## config.mk

```make
export PLATFORM = sky130hd
export DESIGN_NAME = serial_usart
export DESIGN_NICKNAME = d
export VERILOG_FILES = /design/src/serial_usart_pkg.sv /design/src/serial_usart.sv
export SDC_FILE = /design/constraint.sdc
export NUM_CORES = 1
export LEC_CHECK = 0
export BUFFER_PORTS_ARGS = -buffer_cell sky130_fd_sc_hd__clkbuf_2
export CAP_MARGIN = 10
export CORE_UTILIZATION = 40
export CTS_CLUSTER_DIAMETER = 80
export CTS_CLUSTER_SIZE = 28
export DETAILED_ROUTE_END_ITERATION = 12
export PLACE_DENSITY = 0.52
export SYNTH_ARGS = -nofsm -noshare
export SYNTH_HDL_FRONTEND = slang
export SYNTH_SLANG_ARGS = --single-unit
```

## constraint.sdc

```tcl
create_clock -name clk_i -period 3.8 [get_ports clk_i]
set_clock_uncertainty 0.15 [all_clocks]
set_input_delay 0.76 -clock clk_i [delete_from_list [all_inputs] [get_ports clk_i]]
set_output_delay 0.76 -clock clk_i [all_outputs]
set_load 0.005 [all_outputs]
```

## src/serial_usart_pkg.sv

```systemverilog
// Register map, field positions and reset values of the serial transceiver.
package serial_usart_pkg;

	// ****************************************
	// Register offsets
	// ****************************************
	localparam logic [2:0] OFF_DATA   = 3'h0;
	localparam logic [2:0] OFF_STAT_A = 3'h1;
	localparam logic [2:0] OFF_CTRL_B = 3'h2;
	localparam logic [2:0] OFF_FMT_C  = 3'h3;
	localparam logic [2:0] OFF_BAUD_H = 3'h4;
	localparam logic [2:0] OFF_BAUD_L = 3'h5;

	// ****************************************
	// Field positions
	// ****************************************
	localparam int A_TXC  = 6;
	localparam int A_U2X  = 1;
	localparam int A_MPCM = 0;
	localparam int B_RXCIE = 7;
	localparam int B_TXCIE = 6;
	localparam int B_UDRIE = 5;
	localparam int B_RXEN  = 4;
	localparam int B_TXEN  = 3;
	localparam int B_CSZH  = 2;
	localparam int B_TX8   = 0;
	localparam int C_SYNC  = 6;
	localparam int C_PARH  = 5;
	localparam int C_PARL  = 4;
	localparam int C_STOP2 = 3;
	localparam int C_CSZ1  = 2;
	localparam int C_CSZ0  = 1;
	localparam int C_POL   = 0;

	// ****************************************
	// Reset values and rate constants
	// ****************************************
	localparam logic [7:0]  CTRL_B_RST = 8'h00;
	localparam logic [6:0]  FMT_C_RST  = 7'h06;
	localparam logic [11:0] BAUD_RST   = 12'h000;
	localparam logic [3:0]  OS_NORMAL  = 4'hf;
	localparam logic [3:0]  OS_DOUBLE  = 4'h7;
	localparam logic [3:0]  HALF_NORMAL = 4'h7;
	localparam logic [3:0]  HALF_DOUBLE = 4'h3;

endpackage : serial_usart_pkg

```

## src/serial_usart.sv

```systemverilog
// Serial transceiver: register file, baud prescaler, transmitter and receiver.
// Contract
// - Data writes fill the transmit buffer; reads give receive buffer, unused bits zero.
// - Data writes are dropped while the buffer-empty flag is clear.
// - Enabled transmitter moves buffer into idle shift register and sends it.
// - Receive buffer is a two-entry FIFO; each data read pops it.
// - Receive-complete flag shows unread data; receiver disable flushes and clears it.
// - Transmit-complete sets after frame with empty buffer; cleared by ack or one.
// - Buffer-empty flag reads one when buffer accepts data, and after reset.
// - Frame error shows stop bit of head character until it is read.
// - Overrun sets on full FIFO, waiting char and new start; held until read.
// - Double speed divides by 8 instead of 16 in asynchronous mode.
// - Multiprocessor filter drops frames that carry no address.
// - Each interrupt needs its enable, global enable and its flag.
// - Receiver owns its pin; disable flushes buffer and error flags.
// - Transmitter owns its pin; disable waits until shift and buffer empty.
// - Mode select: 0 asynchronous, 1 synchronous.
// - Parity field: off, reserved, even, odd; receiver flags mismatch.
// - Stop select gives one or two transmitted stop bits; receiver ignores it.
// - Size code 0 to 3 gives 5 to 8 bits, 7 gives 9.
// - Synchronous clock polarity picks change and sample edges.
// - Baud setting is 12 bits; low write reloads the prescaler.
// - Frame type is first stop bit, or ninth bit in 9-bit frames.
//
// Implementation choices: the placing of the registers and strobed register access.
`timescale 1ns/1ps
`default_nettype none

module serial_usart (
	// Clock, reset and clock enable
	input  wire logic       clk_i,
	input  wire logic       reset_i,
	input  wire logic       ce_i,
	// Register port
	input  wire logic [2:0] addr_i,
	input  wire logic [7:0] wdata_i,
	input  wire logic       wr_i,
	input  wire logic       rd_i,
	output logic      [7:0] rdata_o,
	// Interrupt requests
	input  wire logic       global_irq_enable_i,
	input  wire logic       tx_irq_ack_i,
	output logic            rx_irq_o,
	output logic            tx_irq_o,
	output logic            udre_irq_o,
	// Serial pins
	input  wire logic       serial_in_pin_i,
	output logic            serial_out_pin_o,
	output logic            serial_out_en_o,
	output logic            rx_pin_owned_o,
	output logic            serial_clock_pin_o,
	output logic            serial_clock_en_o
);

	typedef enum logic [5:0] {
		TX_IDLE  = 6'b000001,
		TX_START = 6'b000010,
		TX_DATA  = 6'b000100,
		TX_PAR   = 6'b001000,
		TX_STOP1 = 6'b010000,
		TX_STOP2 = 6'b100000
	} tx_state_t;

	typedef enum logic [4:0] {
		RX_IDLE  = 5'b00001,
		RX_START = 5'b00010,
		RX_DATA  = 5'b00100,
		RX_PAR   = 5'b01000,
		RX_STOP  = 5'b10000
	} rx_state_t;

	function automatic logic [3:0] char_bits(input logic [2:0] code);
		char_bits = (code == 3'h7) ? 4'h9 : (code[2] ? 4'h8 : 4'h5 + {2'h0, code[1:0]});
	endfunction : char_bits

	function automatic logic par_of(input logic [8:0] d, input logic odd);
		par_of = (^d) ^ odd;
	endfunction : par_of

	// ****************************************
	// Registers and decode
	// ****************************************
	logic [7:0]  ctrl_b_r;
	logic [6:0]  fmt_c_r;
	logic [11:0] baud_r;
	logic        double_speed_r, multiproc_filter_r, tx_complete_flag_r, overrun_flag_r;
	logic [8:0]  transmit_buffer_r;
	logic        tbuf_v_r;
	logic [11:0] fifo_r [2];
	logic [1:0]  fifo_cnt_r;
	logic [11:0] wait_r;
	logic        wait_v_r;
	logic [11:0] presc_r;
	logic        xck_r;
	logic        tx_owned_r;

	wire wr_data = wr_i && addr_i == serial_usart_pkg::OFF_DATA;
	wire wr_a    = wr_i && addr_i == serial_usart_pkg::OFF_STAT_A;
	wire wr_b    = wr_i && addr_i == serial_usart_pkg::OFF_CTRL_B;
	wire wr_c    = wr_i && addr_i == serial_usart_pkg::OFF_FMT_C;
	wire wr_bh   = wr_i && addr_i == serial_usart_pkg::OFF_BAUD_H;
	wire wr_bl   = wr_i && addr_i == serial_usart_pkg::OFF_BAUD_L;
	wire rd_data = rd_i && addr_i == serial_usart_pkg::OFF_DATA;

	wire receiver_enable    = ctrl_b_r[serial_usart_pkg::B_RXEN];
	wire transmitter_enable = ctrl_b_r[serial_usart_pkg::B_TXEN];
	wire sync_mode_select   = fmt_c_r[serial_usart_pkg::C_SYNC];
	wire [1:0] parity_mode  = {fmt_c_r[serial_usart_pkg::C_PARH],
	                           fmt_c_r[serial_usart_pkg::C_PARL]};
	wire par_en             = parity_mode[1];
	wire stop_bits_select   = fmt_c_r[serial_usart_pkg::C_STOP2];
	wire clock_polarity     = fmt_c_r[serial_usart_pkg::C_POL];
	wire [3:0] nbits        = char_bits({ctrl_b_r[serial_usart_pkg::B_CSZH],
	                                     fmt_c_r[serial_usart_pkg::C_CSZ1],
	                                     fmt_c_r[serial_usart_pkg::C_CSZ0]});
	wire [8:0] bit_mask     = 9'h1ff >> (4'h9 - nbits);

	wire rx_complete_flag     = fifo_cnt_r != 2'h0;
	wire tx_buffer_empty_flag = !tbuf_v_r;
	wire [11:0] head          = rx_complete_flag ? fifo_r[0] : 12'h000;
	wire frame_error_flag     = head[11];
	wire parity_error_flag    = head[10];

	// ****************************************
	// Baud prescaler and bit timing
	// ****************************************
	wire tick = presc_r == 12'h000;
	// Asynchronous bits span 16 or 8 ticks; ignored in synchronous mode.
	wire [3:0] os_last = (double_speed_r && !sync_mode_select) ?
	                     serial_usart_pkg::OS_DOUBLE : serial_usart_pkg::OS_NORMAL;
	wire [3:0] os_half = (double_speed_r && !sync_mode_select) ?
	                     serial_usart_pkg::HALF_DOUBLE : serial_usart_pkg::HALF_NORMAL;
	wire sync_chg = sync_mode_select && tick && (xck_r == clock_polarity);
	wire sync_smp = sync_mode_select && tick && (xck_r != clock_polarity);

	always_ff @(posedge clk_i) begin
		if (reset_i) begin
			presc_r <= serial_usart_pkg::BAUD_RST;
			xck_r   <= 1'b0;
		end else if (ce_i) begin
			if (wr_bl)
				presc_r <= {baud_r[11:8], wdata_i};
			else
				presc_r <= tick ? baud_r : presc_r - 12'h001;
			if (tick && sync_mode_select)
				xck_r <= !xck_r;
		end
	end

	// ****************************************
	// Register writes and read data
	// ****************************************
	logic tx_done;
	wire  tx_load;

	always_ff @(posedge clk_i) begin
		if (reset_i) begin
			ctrl_b_r           <= serial_usart_pkg::CTRL_B_RST;
			fmt_c_r            <= serial_usart_pkg::FMT_C_RST;
			baud_r             <= serial_usart_pkg::BAUD_RST;
			double_speed_r     <= 1'b0;
			multiproc_filter_r <= 1'b0;
			tx_complete_flag_r <= 1'b0;
			transmit_buffer_r  <= 9'h000;
			tbuf_v_r           <= 1'b0;
			rdata_o            <= 8'h00;
		end else if (ce_i) begin
			if (wr_a) begin
				double_speed_r     <= wdata_i[serial_usart_pkg::A_U2X];
				multiproc_filter_r <= wdata_i[serial_usart_pkg::A_MPCM];
			end
			if (wr_b)
				ctrl_b_r <= {wdata_i[7:2], 1'b0, wdata_i[0]};
			if (wr_c)
				fmt_c_r <= wdata_i[6:0];
			if (wr_bh)
				baud_r[11:8] <= wdata_i[3:0];
			if (wr_bl)
				baud_r[7:0] <= wdata_i;
			// A completing frame sets the flag even in the cycle it is cleared.
			if (tx_done && !tbuf_v_r)
				tx_complete_flag_r <= 1'b1;
			else if (tx_irq_ack_i || (wr_a && wdata_i[serial_usart_pkg::A_TXC]))
				tx_complete_flag_r <= 1'b0;
			if (wr_data && !tbuf_v_r) begin
				transmit_buffer_r <= {ctrl_b_r[serial_usart_pkg::B_TX8], wdata_i} & bit_mask;
				tbuf_v_r          <= 1'b1;
			end else if (tx_load)
				tbuf_v_r <= 1'b0;
			unique case (addr_i)
				serial_usart_pkg::OFF_DATA:   rdata_o <= head[7:0];
				serial_usart_pkg::OFF_STAT_A: rdata_o <= {rx_complete_flag, tx_complete_flag_r,
					tx_buffer_empty_flag, frame_error_flag, overrun_flag_r, parity_error_flag,
					double_speed_r, multiproc_filter_r};
				serial_usart_pkg::OFF_CTRL_B: rdata_o <= {ctrl_b_r[7:2], head[8], ctrl_b_r[0]};
				serial_usart_pkg::OFF_FMT_C:  rdata_o <= {1'b0, fmt_c_r};
				serial_usart_pkg::OFF_BAUD_H: rdata_o <= {4'h0, baud_r[11:8]};
				serial_usart_pkg::OFF_BAUD_L: rdata_o <= baud_r[7:0];
				default:                      rdata_o <= 8'h00;
			endcase
		end
	end

	assign rx_irq_o   = ctrl_b_r[serial_usart_pkg::B_RXCIE] && global_irq_enable_i
	                    && rx_complete_flag;
	assign tx_irq_o   = ctrl_b_r[serial_usart_pkg::B_TXCIE] && global_irq_enable_i
	                    && tx_complete_flag_r;
	assign udre_irq_o = ctrl_b_r[serial_usart_pkg::B_UDRIE] && global_irq_enable_i
	                    && tx_buffer_empty_flag;

	// ****************************************
	// Transmitter
	// ****************************************
	tx_state_t tx_st_r;
	logic [8:0] tx_sh_r;
	logic [3:0] tx_bit_r, tx_os_r;
	logic       tx_pin_r;

	wire tx_step = sync_mode_select ? sync_chg : (tick && tx_os_r == os_last);
	assign tx_load = tbuf_v_r && tx_owned_r && tx_st_r == TX_IDLE;
	assign tx_done = tx_step && ((tx_st_r == TX_STOP1 && !stop_bits_select)
	                 || tx_st_r == TX_STOP2);

	always_ff @(posedge clk_i) begin
		if (reset_i) begin
			tx_st_r    <= TX_IDLE;
			tx_sh_r    <= 9'h000;
			tx_bit_r   <= 4'h0;
			tx_os_r    <= 4'h0;
			tx_pin_r   <= 1'b1;
			tx_owned_r <= 1'b0;
		end else if (ce_i) begin
			// Disable only lands once nothing is left to send.
			if (transmitter_enable)
				tx_owned_r <= 1'b1;
			else if (!tbuf_v_r && tx_st_r == TX_IDLE)
				tx_owned_r <= 1'b0;
			tx_os_r <= (tx_load || tx_step) ? 4'h0 : (tick ? tx_os_r + 4'h1 : tx_os_r);
			if (tx_load) begin
				tx_sh_r  <= transmit_buffer_r;
				tx_st_r  <= TX_START;
				tx_pin_r <= 1'b0;
			end else if (tx_step) begin
				unique case (tx_st_r)
					TX_IDLE: tx_pin_r <= 1'b1;
					TX_START: begin
						tx_pin_r <= tx_sh_r[0];
						tx_bit_r <= 4'h1;
						tx_st_r  <= TX_DATA;
					end
					TX_DATA: begin
						if (tx_bit_r == nbits) begin
							tx_pin_r <= par_en ? par_of(tx_sh_r, parity_mode[0]) : 1'b1;
							tx_st_r  <= par_en ? TX_PAR : TX_STOP1;
						end else begin
							tx_pin_r <= tx_sh_r[tx_bit_r];
							tx_bit_r <= tx_bit_r + 4'h1;
						end
					end
					TX_PAR: begin
						tx_pin_r <= 1'b1;
						tx_st_r  <= TX_STOP1;
					end
					TX_STOP1: tx_st_r <= stop_bits_select ? TX_STOP2 : TX_IDLE;
					TX_STOP2: tx_st_r <= TX_IDLE;
				endcase
			end
		end
	end

	assign serial_out_pin_o = tx_pin_r;
	assign serial_out_en_o  = tx_owned_r;
	assign serial_clock_pin_o = xck_r;
	assign serial_clock_en_o  = sync_mode_select && (tx_owned_r || receiver_enable);
	assign rx_pin_owned_o   = receiver_enable;

	// ****************************************
	// Receiver and two-entry FIFO
	// ****************************************
	rx_state_t rx_st_r;
	logic [8:0] rx_sh_r;
	logic [3:0] rx_bit_r, rx_os_r;
	logic       rx_par_r;

	wire rx_in     = serial_in_pin_i;
	wire rx_idle   = rx_st_r == RX_IDLE;
	wire start_det = receiver_enable && rx_idle && !rx_in
	                 && (sync_mode_select ? sync_smp : tick);
	wire rx_smp    = !rx_idle && (sync_mode_select ? sync_smp : (tick
	                 && rx_os_r == (rx_st_r == RX_START ? os_half : os_last)));
	wire rx_done   = rx_smp && rx_st_r == RX_STOP;
	wire frame_type = (nbits == 4'h9) ? rx_sh_r[8] : rx_in;
	wire rx_accept = !(multiproc_filter_r && !frame_type);
	wire rx_pe     = par_en && (rx_par_r != par_of(rx_sh_r, parity_mode[0]));
	wire pop       = rd_data && rx_complete_flag;
	wire push      = wait_v_r && (fifo_cnt_r != 2'h2 || pop);
	wire [1:0] slot = fifo_cnt_r - {1'b0, pop};

	always_ff @(posedge clk_i) begin
		if (reset_i || !receiver_enable) begin
			// Reset and receiver disable both flush the buffer and errors.
			rx_st_r        <= RX_IDLE;
			rx_sh_r        <= 9'h000;
			rx_bit_r       <= 4'h0;
			rx_os_r        <= 4'h0;
			rx_par_r       <= 1'b0;
			fifo_cnt_r     <= 2'h0;
			wait_r         <= 12'h000;
			wait_v_r       <= 1'b0;
			overrun_flag_r <= 1'b0;
			fifo_r[0]      <= 12'h000;
			fifo_r[1]      <= 12'h000;
		end else if (ce_i) begin
			rx_os_r <= (start_det || rx_smp) ? 4'h0 : (tick ? rx_os_r + 4'h1 : rx_os_r);
			if (start_det) begin
				rx_sh_r  <= 9'h000;
				rx_bit_r <= 4'h0;
				rx_st_r  <= sync_mode_select ? RX_DATA : RX_START;
			end else if (rx_smp) begin
				unique case (rx_st_r)
					RX_START: rx_st_r <= rx_in ? RX_IDLE : RX_DATA;
					RX_DATA: begin
						rx_sh_r[rx_bit_r] <= rx_in;
						rx_bit_r <= rx_bit_r + 4'h1;
						if (rx_bit_r == nbits - 4'h1)
							rx_st_r <= par_en ? RX_PAR : RX_STOP;
					end
					RX_PAR: begin
						rx_par_r <= rx_in;
						rx_st_r  <= RX_STOP;
					end
					RX_STOP: rx_st_r <= RX_IDLE;
					default: rx_st_r <= RX_IDLE;
				endcase
			end
			// A new start while both levels and the waiting slot are full loses data.
			if (start_det && wait_v_r && fifo_cnt_r == 2'h2)
				overrun_flag_r <= 1'b1;
			else if (pop)
				overrun_flag_r <= 1'b0;
			if (rx_done && rx_accept) begin
				wait_r   <= {!rx_in, rx_pe, 1'b0, rx_sh_r};
				wait_v_r <= 1'b1;
			end else if (push)
				wait_v_r <= 1'b0;
			if (pop)
				fifo_r[0] <= fifo_r[1];
			if (push)
				fifo_r[slot[0]] <= wait_r;
			fifo_cnt_r <= fifo_cnt_r + {1'b0, push} - {1'b0, pop};
		end
	end
endmodule : serial_usart

`default_nettype wire

```

[After elaboration in Yosys (flattened, before gate mapping)]
Memories as Yosys holds them, arrays and structs flattened.
Index checks and enable logic that the tools add are counted.
Word-level totals
  word-level logic and storage cells: 250
  output and inout port bits: 16
  register bits after elaboration: 123
  memories kept: 1
  bits in writable memories: 24
Memories
  fifo_r: words 2, bits a word 12, read ports 2, clocked after Yosys merged registers in 0, wr ports 2, RTL line serial_usart.sv:89  | logic [11:0] fifo_r [2];
Cells by class
  mux-type cells: 72
  $add $sub $neg: 11
  equal/unequal tests: 30
  bitwise operators: 6
  shift-type cells: 1
  magnitude comparators: 3
  reductions and logical operators: 99
Operators by type and width (count)
  12-bit 2-to-1 mux: 5
  4-bit 2-to-1 mux: 12
  8-bit case mux with 6 select lines: 1
  1-bit logical AND: 41
  1-bit 2-to-1 mux: 32
  2-bit AND reduction: 16
  6-bit case mux with 5 select lines: 1
  9-bit 2-to-1 mux: 3
  5-bit 2-to-1 mux: 5
  6-bit 2-to-1 mux: 4
  2-bit nonzero test: 12
  9-bit parity: 2
  4-bit by 1-bit adder with 4-bit output (second input constant): 4
  4-bit equality test: 4
  5-bit case mux with 3 select lines: 1
  12-bit zero test: 1
  12-bit OR reduction: 1
  12-bit by 1-bit subtractor with 12-bit output (second input constant): 1
  4-bit by 5-bit less-than comparator with 1-bit output (second input constant): 2
  9-bit AND: 1
  9-bit bitwise mux: 1
  3-bit equality test (second input constant): 3
  1-bit zero test: 9
  3-bit 2-to-1 mux: 3
  other kinds (42): 57

[Logic depth before layout (Yosys ltp)]
Gate-level depths: netlist (run 1).
  word-level depth: 12
  depth in mapped cells: 11
  gate-level depth less buffers: 10

[Worst setup path after synthesis (run 1)]
Ideal clock, no wire load.
  kind: input to register
  from: in addr_i[1]
  to: mem fifo_r[1][0], enable pin
  required time: 3256 ps
  setup slack: 885 ps
  stages on the path: 6
  buffers on the path: 1
  arrival: 2371 ps
  path through: clkbuf_1 > nor3_1 > nand2_1 > nor2_1 > a21oi_1 > o21ai_0
RTL lines
  from (decl): RTL line serial_usart.sv:35  | input wire logic [2:0] addr_i,
  to (decl): RTL line serial_usart.sv:89

[Worst setup path in the final report (run 1)]
  from: reg fmt_c_r[1]
  to: reg rx_st_r[3]
On the way
  word-level cells in the longest chain between the ends: 7
Ends and longest elaborated chain
  from (decl): RTL line serial_usart.sv:84  | logic [6:0] fmt_c_r;
  from (signal assigned): RTL line serial_usart.sv:159  | fmt_c_r <= serial_usart_pkg::FMT_C_RST;
  from (signal assigned): RTL line serial_usart.sv:175  | fmt_c_r <= wdata_i[6:0];
  3-bit by 2-bit adder with 4-bit output: RTL line serial_usart.sv:73  | char_bits = (code == 3'h7) ? 4'h9 : (code[2] ? 4'h8 : 4'h5 + {2'h0, code[1:0]});
  4-bit 2-to-1 mux: RTL line serial_usart.sv:73
  4-bit 2-to-1 mux *: RTL line serial_usart.sv:73
  4-bit by 1-bit subtractor with 4-bit output *: RTL line serial_usart.sv:325  | if (rx_bit_r == nbits - 4'h1)
  4-bit equality test *: RTL line serial_usart.sv:325
  3-bit inequality test (no line) *
  3-bit AND reduction (no line) *
  to (signal assigned): RTL line serial_usart.sv:318  | rx_st_r <= sync_mode_select ? RX_DATA : RX_START;
  to (signal assigned): RTL line serial_usart.sv:321  | RX_START: rx_st_r <= rx_in ? RX_IDLE : RX_DATA;
  to (signal assigned): RTL line serial_usart.sv:326  | rx_st_r <= par_en ? RX_PAR : RX_STOP;
  to (decl): RTL line serial_usart.sv:280  | rx_state_t rx_st_r;
Mark *: on every way between the ends. The rest lies on a longest branch, timed or not.
A chain may end at the register's enable or synchronous reset.

==> results of run 1 <==
[cell families after synthesis]
group | synth area share
simple gates | 0.228
xor+xnor | 0.0469
buf+inv | 0.0363
flops | 0.408
mux | 0.0742
fa+ha+maj | 0.0261
compound gates | 0.181
[through the flow]
| step | cells | util | instance area [um2] | hold WS, ns |
|---|---|---|---|---|
| 6_report | 1146 | 0.461 | 8650 | 0.301 |
| 3_3_place_gp | 1114 | 0.428 | 8040 | 0.295 |
| 2_1_floorplan | 882 | - | 7660 | 0.281 |
| 3_5_place_dp | 1114 | 0.428 | 8040 | 0.296 |
| 5_1_grt | 1146 | 0.461 | 8650 | 0.352 |
| 4_1_cts | 1146 | 0.461 | 8650 | 0.303 |
[power breakdown]
part,internal [mW],total (mW),switching [mW]
logic,0.357,0.969,0.612
clock network,1.05,1.75,0.697
registers,1.63,1.71,0.0807
total,3.03,4.42,1.39
[layer usage]
layer  GRT usage  up-vias
met1       0.300     3194
li1            -     3241
met3      0.0468       33
met4      0.0787        0
met2       0.389      173
met5           0        -
[state kept, by name, summed over array words and instances (netlist names), 2 cells and up]
| signal | count |
|---|---|
| rx_os_r | 4 |
| baud_r | 12 |
| fmt_c_r | 7 |
| rdata_o | 8 |
| ctrl_b_r | 7 |
| fifo_r | 22 |
| presc_r | 12 |
| transmit_buffer_r | 9 |
| fifo_cnt_r | 2 |
| rx_sh_r | 9 |
| tx_st_r | 6 |
| rx_bit_r | 4 |
| wait_r | 11 |
| rx_st_r | 5 |
| tx_bit_r | 4 |
| tx_os_r | 4 |
| tx_sh_r | 9 |
[worst max path at each step]
| stage | from | endpoint | slack (ns) |
|---|---|---|---|
| 2_1_floorplan | addr_i[1] | fifo_r[1][0] | 0.89 |
| 3_3_place_gp | addr_i[2] | fifo_cnt_r[1] | 0.62 |
| 3_5_place_dp | addr_i[2] | fifo_cnt_r[1] | 0.52 |
| 4_1_cts | fmt_c_r[1] | rx_st_r[3] | 0.68 |
| 5_1_grt | fmt_c_r[1] | rx_st_r[3] | 0.42 |
| 6_report | fmt_c_r[1] | rx_st_r[3] | 0.58 |
[layout make-up]
class	instances	area, um2
clock inverter	14	183
multi-input combinational	665	4260
clock buffer	18	433
sequential	145	3120
tap	234	293
inverter	21	78.8
timing repair buffer	49	283
fill	1822	10100
[synth_stat cells (12+ instances only)]
master    count  share of area
nor2_1       98          0.048
edfxtp_1     22          0.086
o211ai_1     13          0.013
a21oi_1      60          0.039
nor2b_1      18          0.015
dfxtp_1     123           0.32
o21ai_0      41          0.027
mux2i_1      50          0.065
nor3_1       18          0.012
inv_1        21          0.010
xnor2_1      30          0.034
nand3_1      30          0.020
a22o_1       12          0.014
nand2_1      92          0.045
clkbuf_1     45          0.022
and2_1       19          0.016
ha_1         16          0.026
[worst reg2reg max path, cell delays in order (launching register included)]
cell and delay, ns:
dfxtp_1 0.40, ha_1 0.39, nor2b_1 0.11, nor2_1 0.52
inv_1 0.19, ha_1 0.24, xnor2_1 0.16, xnor2_1 0.14
nand4_1 0.18, or4_1 0.51, a21oi_1 0.15
==> impl_metrics.py, run 1 <==
metrics = {
    "synthesis": {
        "synth_flop_cell": "dfxtp_1",
        "ys_seq_elements": 145,
        "syn_area_per_cell_um2": 8.68,
        "yosysWarnings": 0,
        "postSynthCellCount": 882,
        "synth_cell_type_count": 70,
        "async_flop_share": 0,
        "synth_nets": 917,
        "yosysSeqAreaShare": 0.408,
        "synth-edff-count": 22,
        "synth.cell_area_um2": 7660,
    },
    "critical_path": {
        "cp-end-kind": "flip-flop",
        "r2r_cells": 10,
        "crit_family": "simple AND/OR/NAND/NOR gates",
        "crit_required_ns": 4.00,
        "r2r_start": "fmt_c_r[1]",
        "r2r_end": "rx_st_r[3]",
        "criticalPathCategory": "reg2reg",
        "r2r_slack_ns": 0.58,
        "max_stage_delay_ns": 0.52,
        "worst-path-max-fanout": 8,
        "cp_cell_sequence": "ha_1, nor2b_1, nor2_1, inv_1, ha_1, xnor2_1, xnor2_1, nand4_1, or4_1, a21oi_1",
        "arrival_ns": 3.42,
        "cp-start-kind": "flip-flop",
        "slowest_stage": "nor2_1",
        "worst-path-stages": 10,
        "crit_buf_inv": 1,
    },
    "flow_run": {
        "maxCapViolCount": 0,
    },
    "layout": {
        "n_antenna_cell": 0,
        "area_delta_synth_final_pct": 13.0,
        "drive_gt1_frac": 0.109,
        "fin_nets": 934,
        "layout_common_cells": "123 x dfxtp_1, 98 x nor2_1, 92 x nand2_1",
        "final_common_cell": "dfxtp_1",
    },
    "die": {
        "rows": 50,
        "die_w_um": 140,
        "die_h_um": 140,
        "initial_core_util": 0.408,
        "die-area_um2": 19700,
        "ios": 35,
        "coreArea_um2": 18800,
    },
    "global_routing": {
        "grt_pass1_vias": 6401,
        "grt_overflow_total": 0,
        "grt.total_usage": 0.233,
        "antenna_found_initial": 0,
        "grt_pass1_wl_mm": 34.9,
        "grt_max_degree": 65,
    },
    "routing": {
        "wl_met3_mm": 1.09,
        "wl_per_cell_um": 19.2,
        "route.met2.wl_mm": 10.7,
        "met1_length_mm": 9.89,
        "num_vias": 6641,
        "ant_nets": 0,
        "dr.first_iter.drc_count": 444,
        "routed.top_layer": "met4",
        "wirelength_mm": 22.1,
        "drcViolationCount": 0,
        "drtPass1Iterations": 5,
        "viasPerCell": 5.79,
    },
    "placement": {
        "gp_congestion": 0.875,
        "post-place-ws_ns": 0.522,
        "dpl.hpwl_mm": 16.1,
        "io_buffer_count": 34,
    },
    "timing": {
        "tightest_slew_ns": 0.842,
        "drv_slew": 0,
        "setup_ws_ns": 0.578,
        "period_share": 0.848,
        "hold_viol": 0,
        "relSlewSlack": 0.439,
        "fmax_mhz": 310,
        "rsz0062_at_grt": "false",
        "tns_ns": 0,
        "setup_viol": 0,
        "finalCriticalPeriod_ns": 3.22,
    },
    "min_path": {
        "hold_class": "reg2reg",
        "min_path_cells": 2,
        "hold_end": "transmit_buffer_r[6]",
        "min_from": "transmit_buffer_r[6]",
    },
    "clocking": {
        "clock-sinks": 145,
        "cts_buffers": 17,
        "cts_root_buffer": "clkbuf_16",
        "worstSkewPairLatency_ns": 0.43,
        "h-tree-depth": 4,
        "clock_path_buffers": 2,
        "post_cts_buffers": 0,
        "cts_hold_buf": 0,
        "cts_resized": 0,
        "cts_tree": "done",
        "clk_pin_slew_ns": 0.06,
    },
    "power": {
        "max-vdd-ir-drop_v": 0.000336,
        "report.power.total_mw": 4.42,
        "power_density_nw_per_um2": 511,
        "power_leakage_nw": 3.29,
    },
    "run_status": {
        "outcome": "complete, no violations",
    },
}
Power figures use the tool's default switching activity.
==> inputs of run 2 (changes only) <==
==> constraint.sdc (replaced) <==
create_clock -name clk_i -period 3.1 [get_ports clk_i]
set_clock_uncertainty 0.15 [all_clocks]
set_input_delay 0.62 -clock clk_i [delete_from_list [all_inputs] [get_ports clk_i]]
set_output_delay 0.62 -clock clk_i [all_outputs]
set_load 0.005 [all_outputs]
==> run 2 against run 1 <==
Sequential share of layout area shrank 0.36 points; clock power rose by 9%; worst hold slack better by 0.0044 ns; first-iteration DRC count rose by 27%; largest power group is now registers; power increased by 20%; maximum frequency grew 10%; utilization up 0.47 points; critical path depth unchanged; sequential power is 22% higher; sequential cell count did not move; combinational power up 34%; highest routed layer unchanged.
==> impl_metrics.py, run 2 (synthesized netlist as in run 1, its figures left out) <==
metrics = {
    "run_status": {
        "outcome": "complete, no violations",
    },
    "min_path": {
        "min_path_cells": 2,
        "min_from": "transmit_buffer_r[7]",
        "hold_end": "transmit_buffer_r[7]",
        "hold_class": "reg2reg",
    },
    "routing": {
        "ant_nets": 0,
        "drtPass1Iterations": 5,
        "viasPerCell": 5.76,
        "drcViolationCount": 0,
        "num_vias": 6705,
        "wirelength_mm": 21.9,
        "dr.first_iter.drc_count": 566,
        "wl_per_cell_um": 18.8,
    },
    "critical_path": {
        "r2r_end": "rx_st_r[3]",
        "max_stage_delay_ns": 0.49,
        "crit_top_cell": "ha_1",
        "r2r_cells": 10,
        "arrival_ns": 3.12,
        "slowest_stage": "or4_1",
        "cp-end-kind": "flip-flop",
        "r2r_start": "fmt_c_r[2]",
        "r2r_slack_ns": 0.18,
        "cp-start-kind": "flip-flop",
        "crit_buf_inv": 1,
        "worst-path-max-fanout": 4,
        "cp_cell_sequence": "ha_1, nor2b_2, inv_1, ha_1, and2_1, a221o_1, xor2_1, nand4_1, or4_1, a21oi_1",
        "crit_required_ns": 3.30,
        "criticalPathCategory": "reg2reg",
        "crit_family": "simple AND/OR/NAND/NOR gates",
    },
    "timing": {
        "period_share": 0.943,
        "relSlewSlack": 0.429,
        "drv_slew": 0,
        "finalCriticalPeriod_ns": 2.92,
        "rsz0062_at_grt": "false",
        "tightest_slew_ns": 0.856,
        "setup_viol": 0,
        "tns_ns": 0,
        "hold_viol": 0,
        "fmax_mhz": 342,
    },
    "layout": {
        "n_antenna_cell": 0,
        "largest_register": "fifo_r",
        "fin_nets": 953,
        "drive_gt1_frac": 0.129,
        "final_util": 0.466,
        "layout_common_cells": "123 x dfxtp_1, 98 x nor2_1, 92 x nand2_1",
        "area_delta_synth_final_pct": 14.1,
        "final_common_cell": "dfxtp_1",
        "largest_reg_flops": 22,
        "reg_top3": "fifo_r x22, baud_r x12, presc_r x12",
    },
    "die": {
        "initial_core_util": 0.408,
        "coreArea_um2": 18800,
        "die-area_um2": 19700,
        "die_h_um": 140,
        "rows": 50,
        "ios": 35,
        "die_w_um": 140,
    },
    "global_routing": {
        "grt_pass1_vias": 6449,
        "grt.total_usage": 0.230,
        "grt_max_degree": 79,
        "grt_pass1_wl_mm": 34.8,
        "grt_overflow_total": 0,
        "antenna_found_initial": 0,
    },
    "clocking": {
        "post_cts_buffers": 0,
        "worstSkewPairLatency_ns": 0.43,
        "clock-sinks": 145,
        "cts_buffers": 17,
        "h-tree-depth": 4,
        "clock_path_buffers": 2,
        "clk_pin_slew_ns": 0.06,
        "cts_root_buffer": "clkbuf_16",
        "cts_tree": "done",
    },
    "flow_run": {
        "maxCapViolCount": 0,
    },
    "power": {
        "power_leakage_nw": 3.36,
        "max-vdd-ir-drop_v": 0.000397,
        "power_density_nw_per_um2": 606,
    },
    "placement": {
        "dpl.hpwl_mm": 16.2,
        "gp_congestion": 0.854,
        "io_buffer_count": 34,
    },
}
## run 2: cell types whose count changed in the layout (fill, tap and decap cells not counted), moves of 2 or more
cell / previous run / this run
inv_6: 1 / 3
buf_4: 15 / 34
clkinv_4: 6 / 4
bufinv_16: 3 / 0
## run 2: power breakdown
| group | total [mW] | switching (mW) | leakage, nW | internal [mW] |
|---|---|---|---|---|
| Combinational | 1.30 | 0.789 | 1.83 | 0.507 |
| Clock | 1.91 | 0.854 | 0.265 | 1.06 |
| Sequential | 2.09 | 0.0949 | 1.27 | 1.99 |
| Total | 5.30 | 1.74 | 3.36 | 3.56 |
## run 2: what timing repair did
| action | 4_1_cts | 5_1_grt |
|---|---|---|
| hold buffers | 0 | 0 |
| resized for setup | 0 | 3 |
| endpoints found under the setup margin | 0 | 4 |
## run 2: how the worst max path moves through the flow
stage	startpoint	end	slack, ns	cells after the start
6_report	fmt_c_r[2]	rx_st_r[3]	0.18	10
2_1_floorplan	addr_i[1]	fifo_r[1][0]	0.33	6
3_5_place_dp	fmt_c_r[2]	rx_st_r[3]	0.16	10
3_3_place_gp	fmt_c_r[2]	rx_st_r[3]	0.26	10
4_1_cts	fmt_c_r[2]	rx_st_r[3]	0.14	10
5_1_grt	fmt_c_r[2]	rx_st_r[3]	0.03	10
## run 2: layout make-up
cell class | instances | area (um2)
clock buffers | 19 | 444
clock inverters | 13 | 105
fillers | 1801 | 10000
inverters | 21 | 78.8
multi-input cells | 665 | 4270
flip-flops and latches | 145 | 3120
well taps | 234 | 293
repair buffers | 68 | 425
## run 2: per-stage QoR
step / instance area, um2 / setup slack [ns] / hold WS [ns] / instances / total power, mW
finish: 8740 / 0.177 / 0.306 / 1165 / 5.30
global route: 8740 / 0.0276 / 0.316 / 1165 / 5.58
CTS: 8730 / 0.137 / 0.304 / 1165 / 5.34
detailed placement: 8180 / 0.162 / 0.297 / 1133 / 3.41
global placement: 8180 / 0.261 / 0.295 / 1133 / 3.37
floorplan: 7660 / 0.325 / 0.281 / 882 / 2.93
## run 2: routing by layer
layer | share of wire | vias up | track usage
met5 | 0 | - | 0
met4 | 0.032 | 0 | 0.102
met3 | 0.035 | 46 | 0.0403
met2 | 0.47 | 138 | 0.375
met1 | 0.46 | 3246 | 0.298
li1 | - | 3275 | -
## run 2: worst reg2reg max path: stages, from the launching register on
cell and delay (ns):
dfxtp_1 0.32, ha_1 0.34, nor2b_2 0.22, inv_1 0.12, ha_1 0.26, and2_1 0.17
a221o_1 0.34, xor2_1 0.15, nand4_1 0.14, or4_1 0.49, a21oi_1 0.14
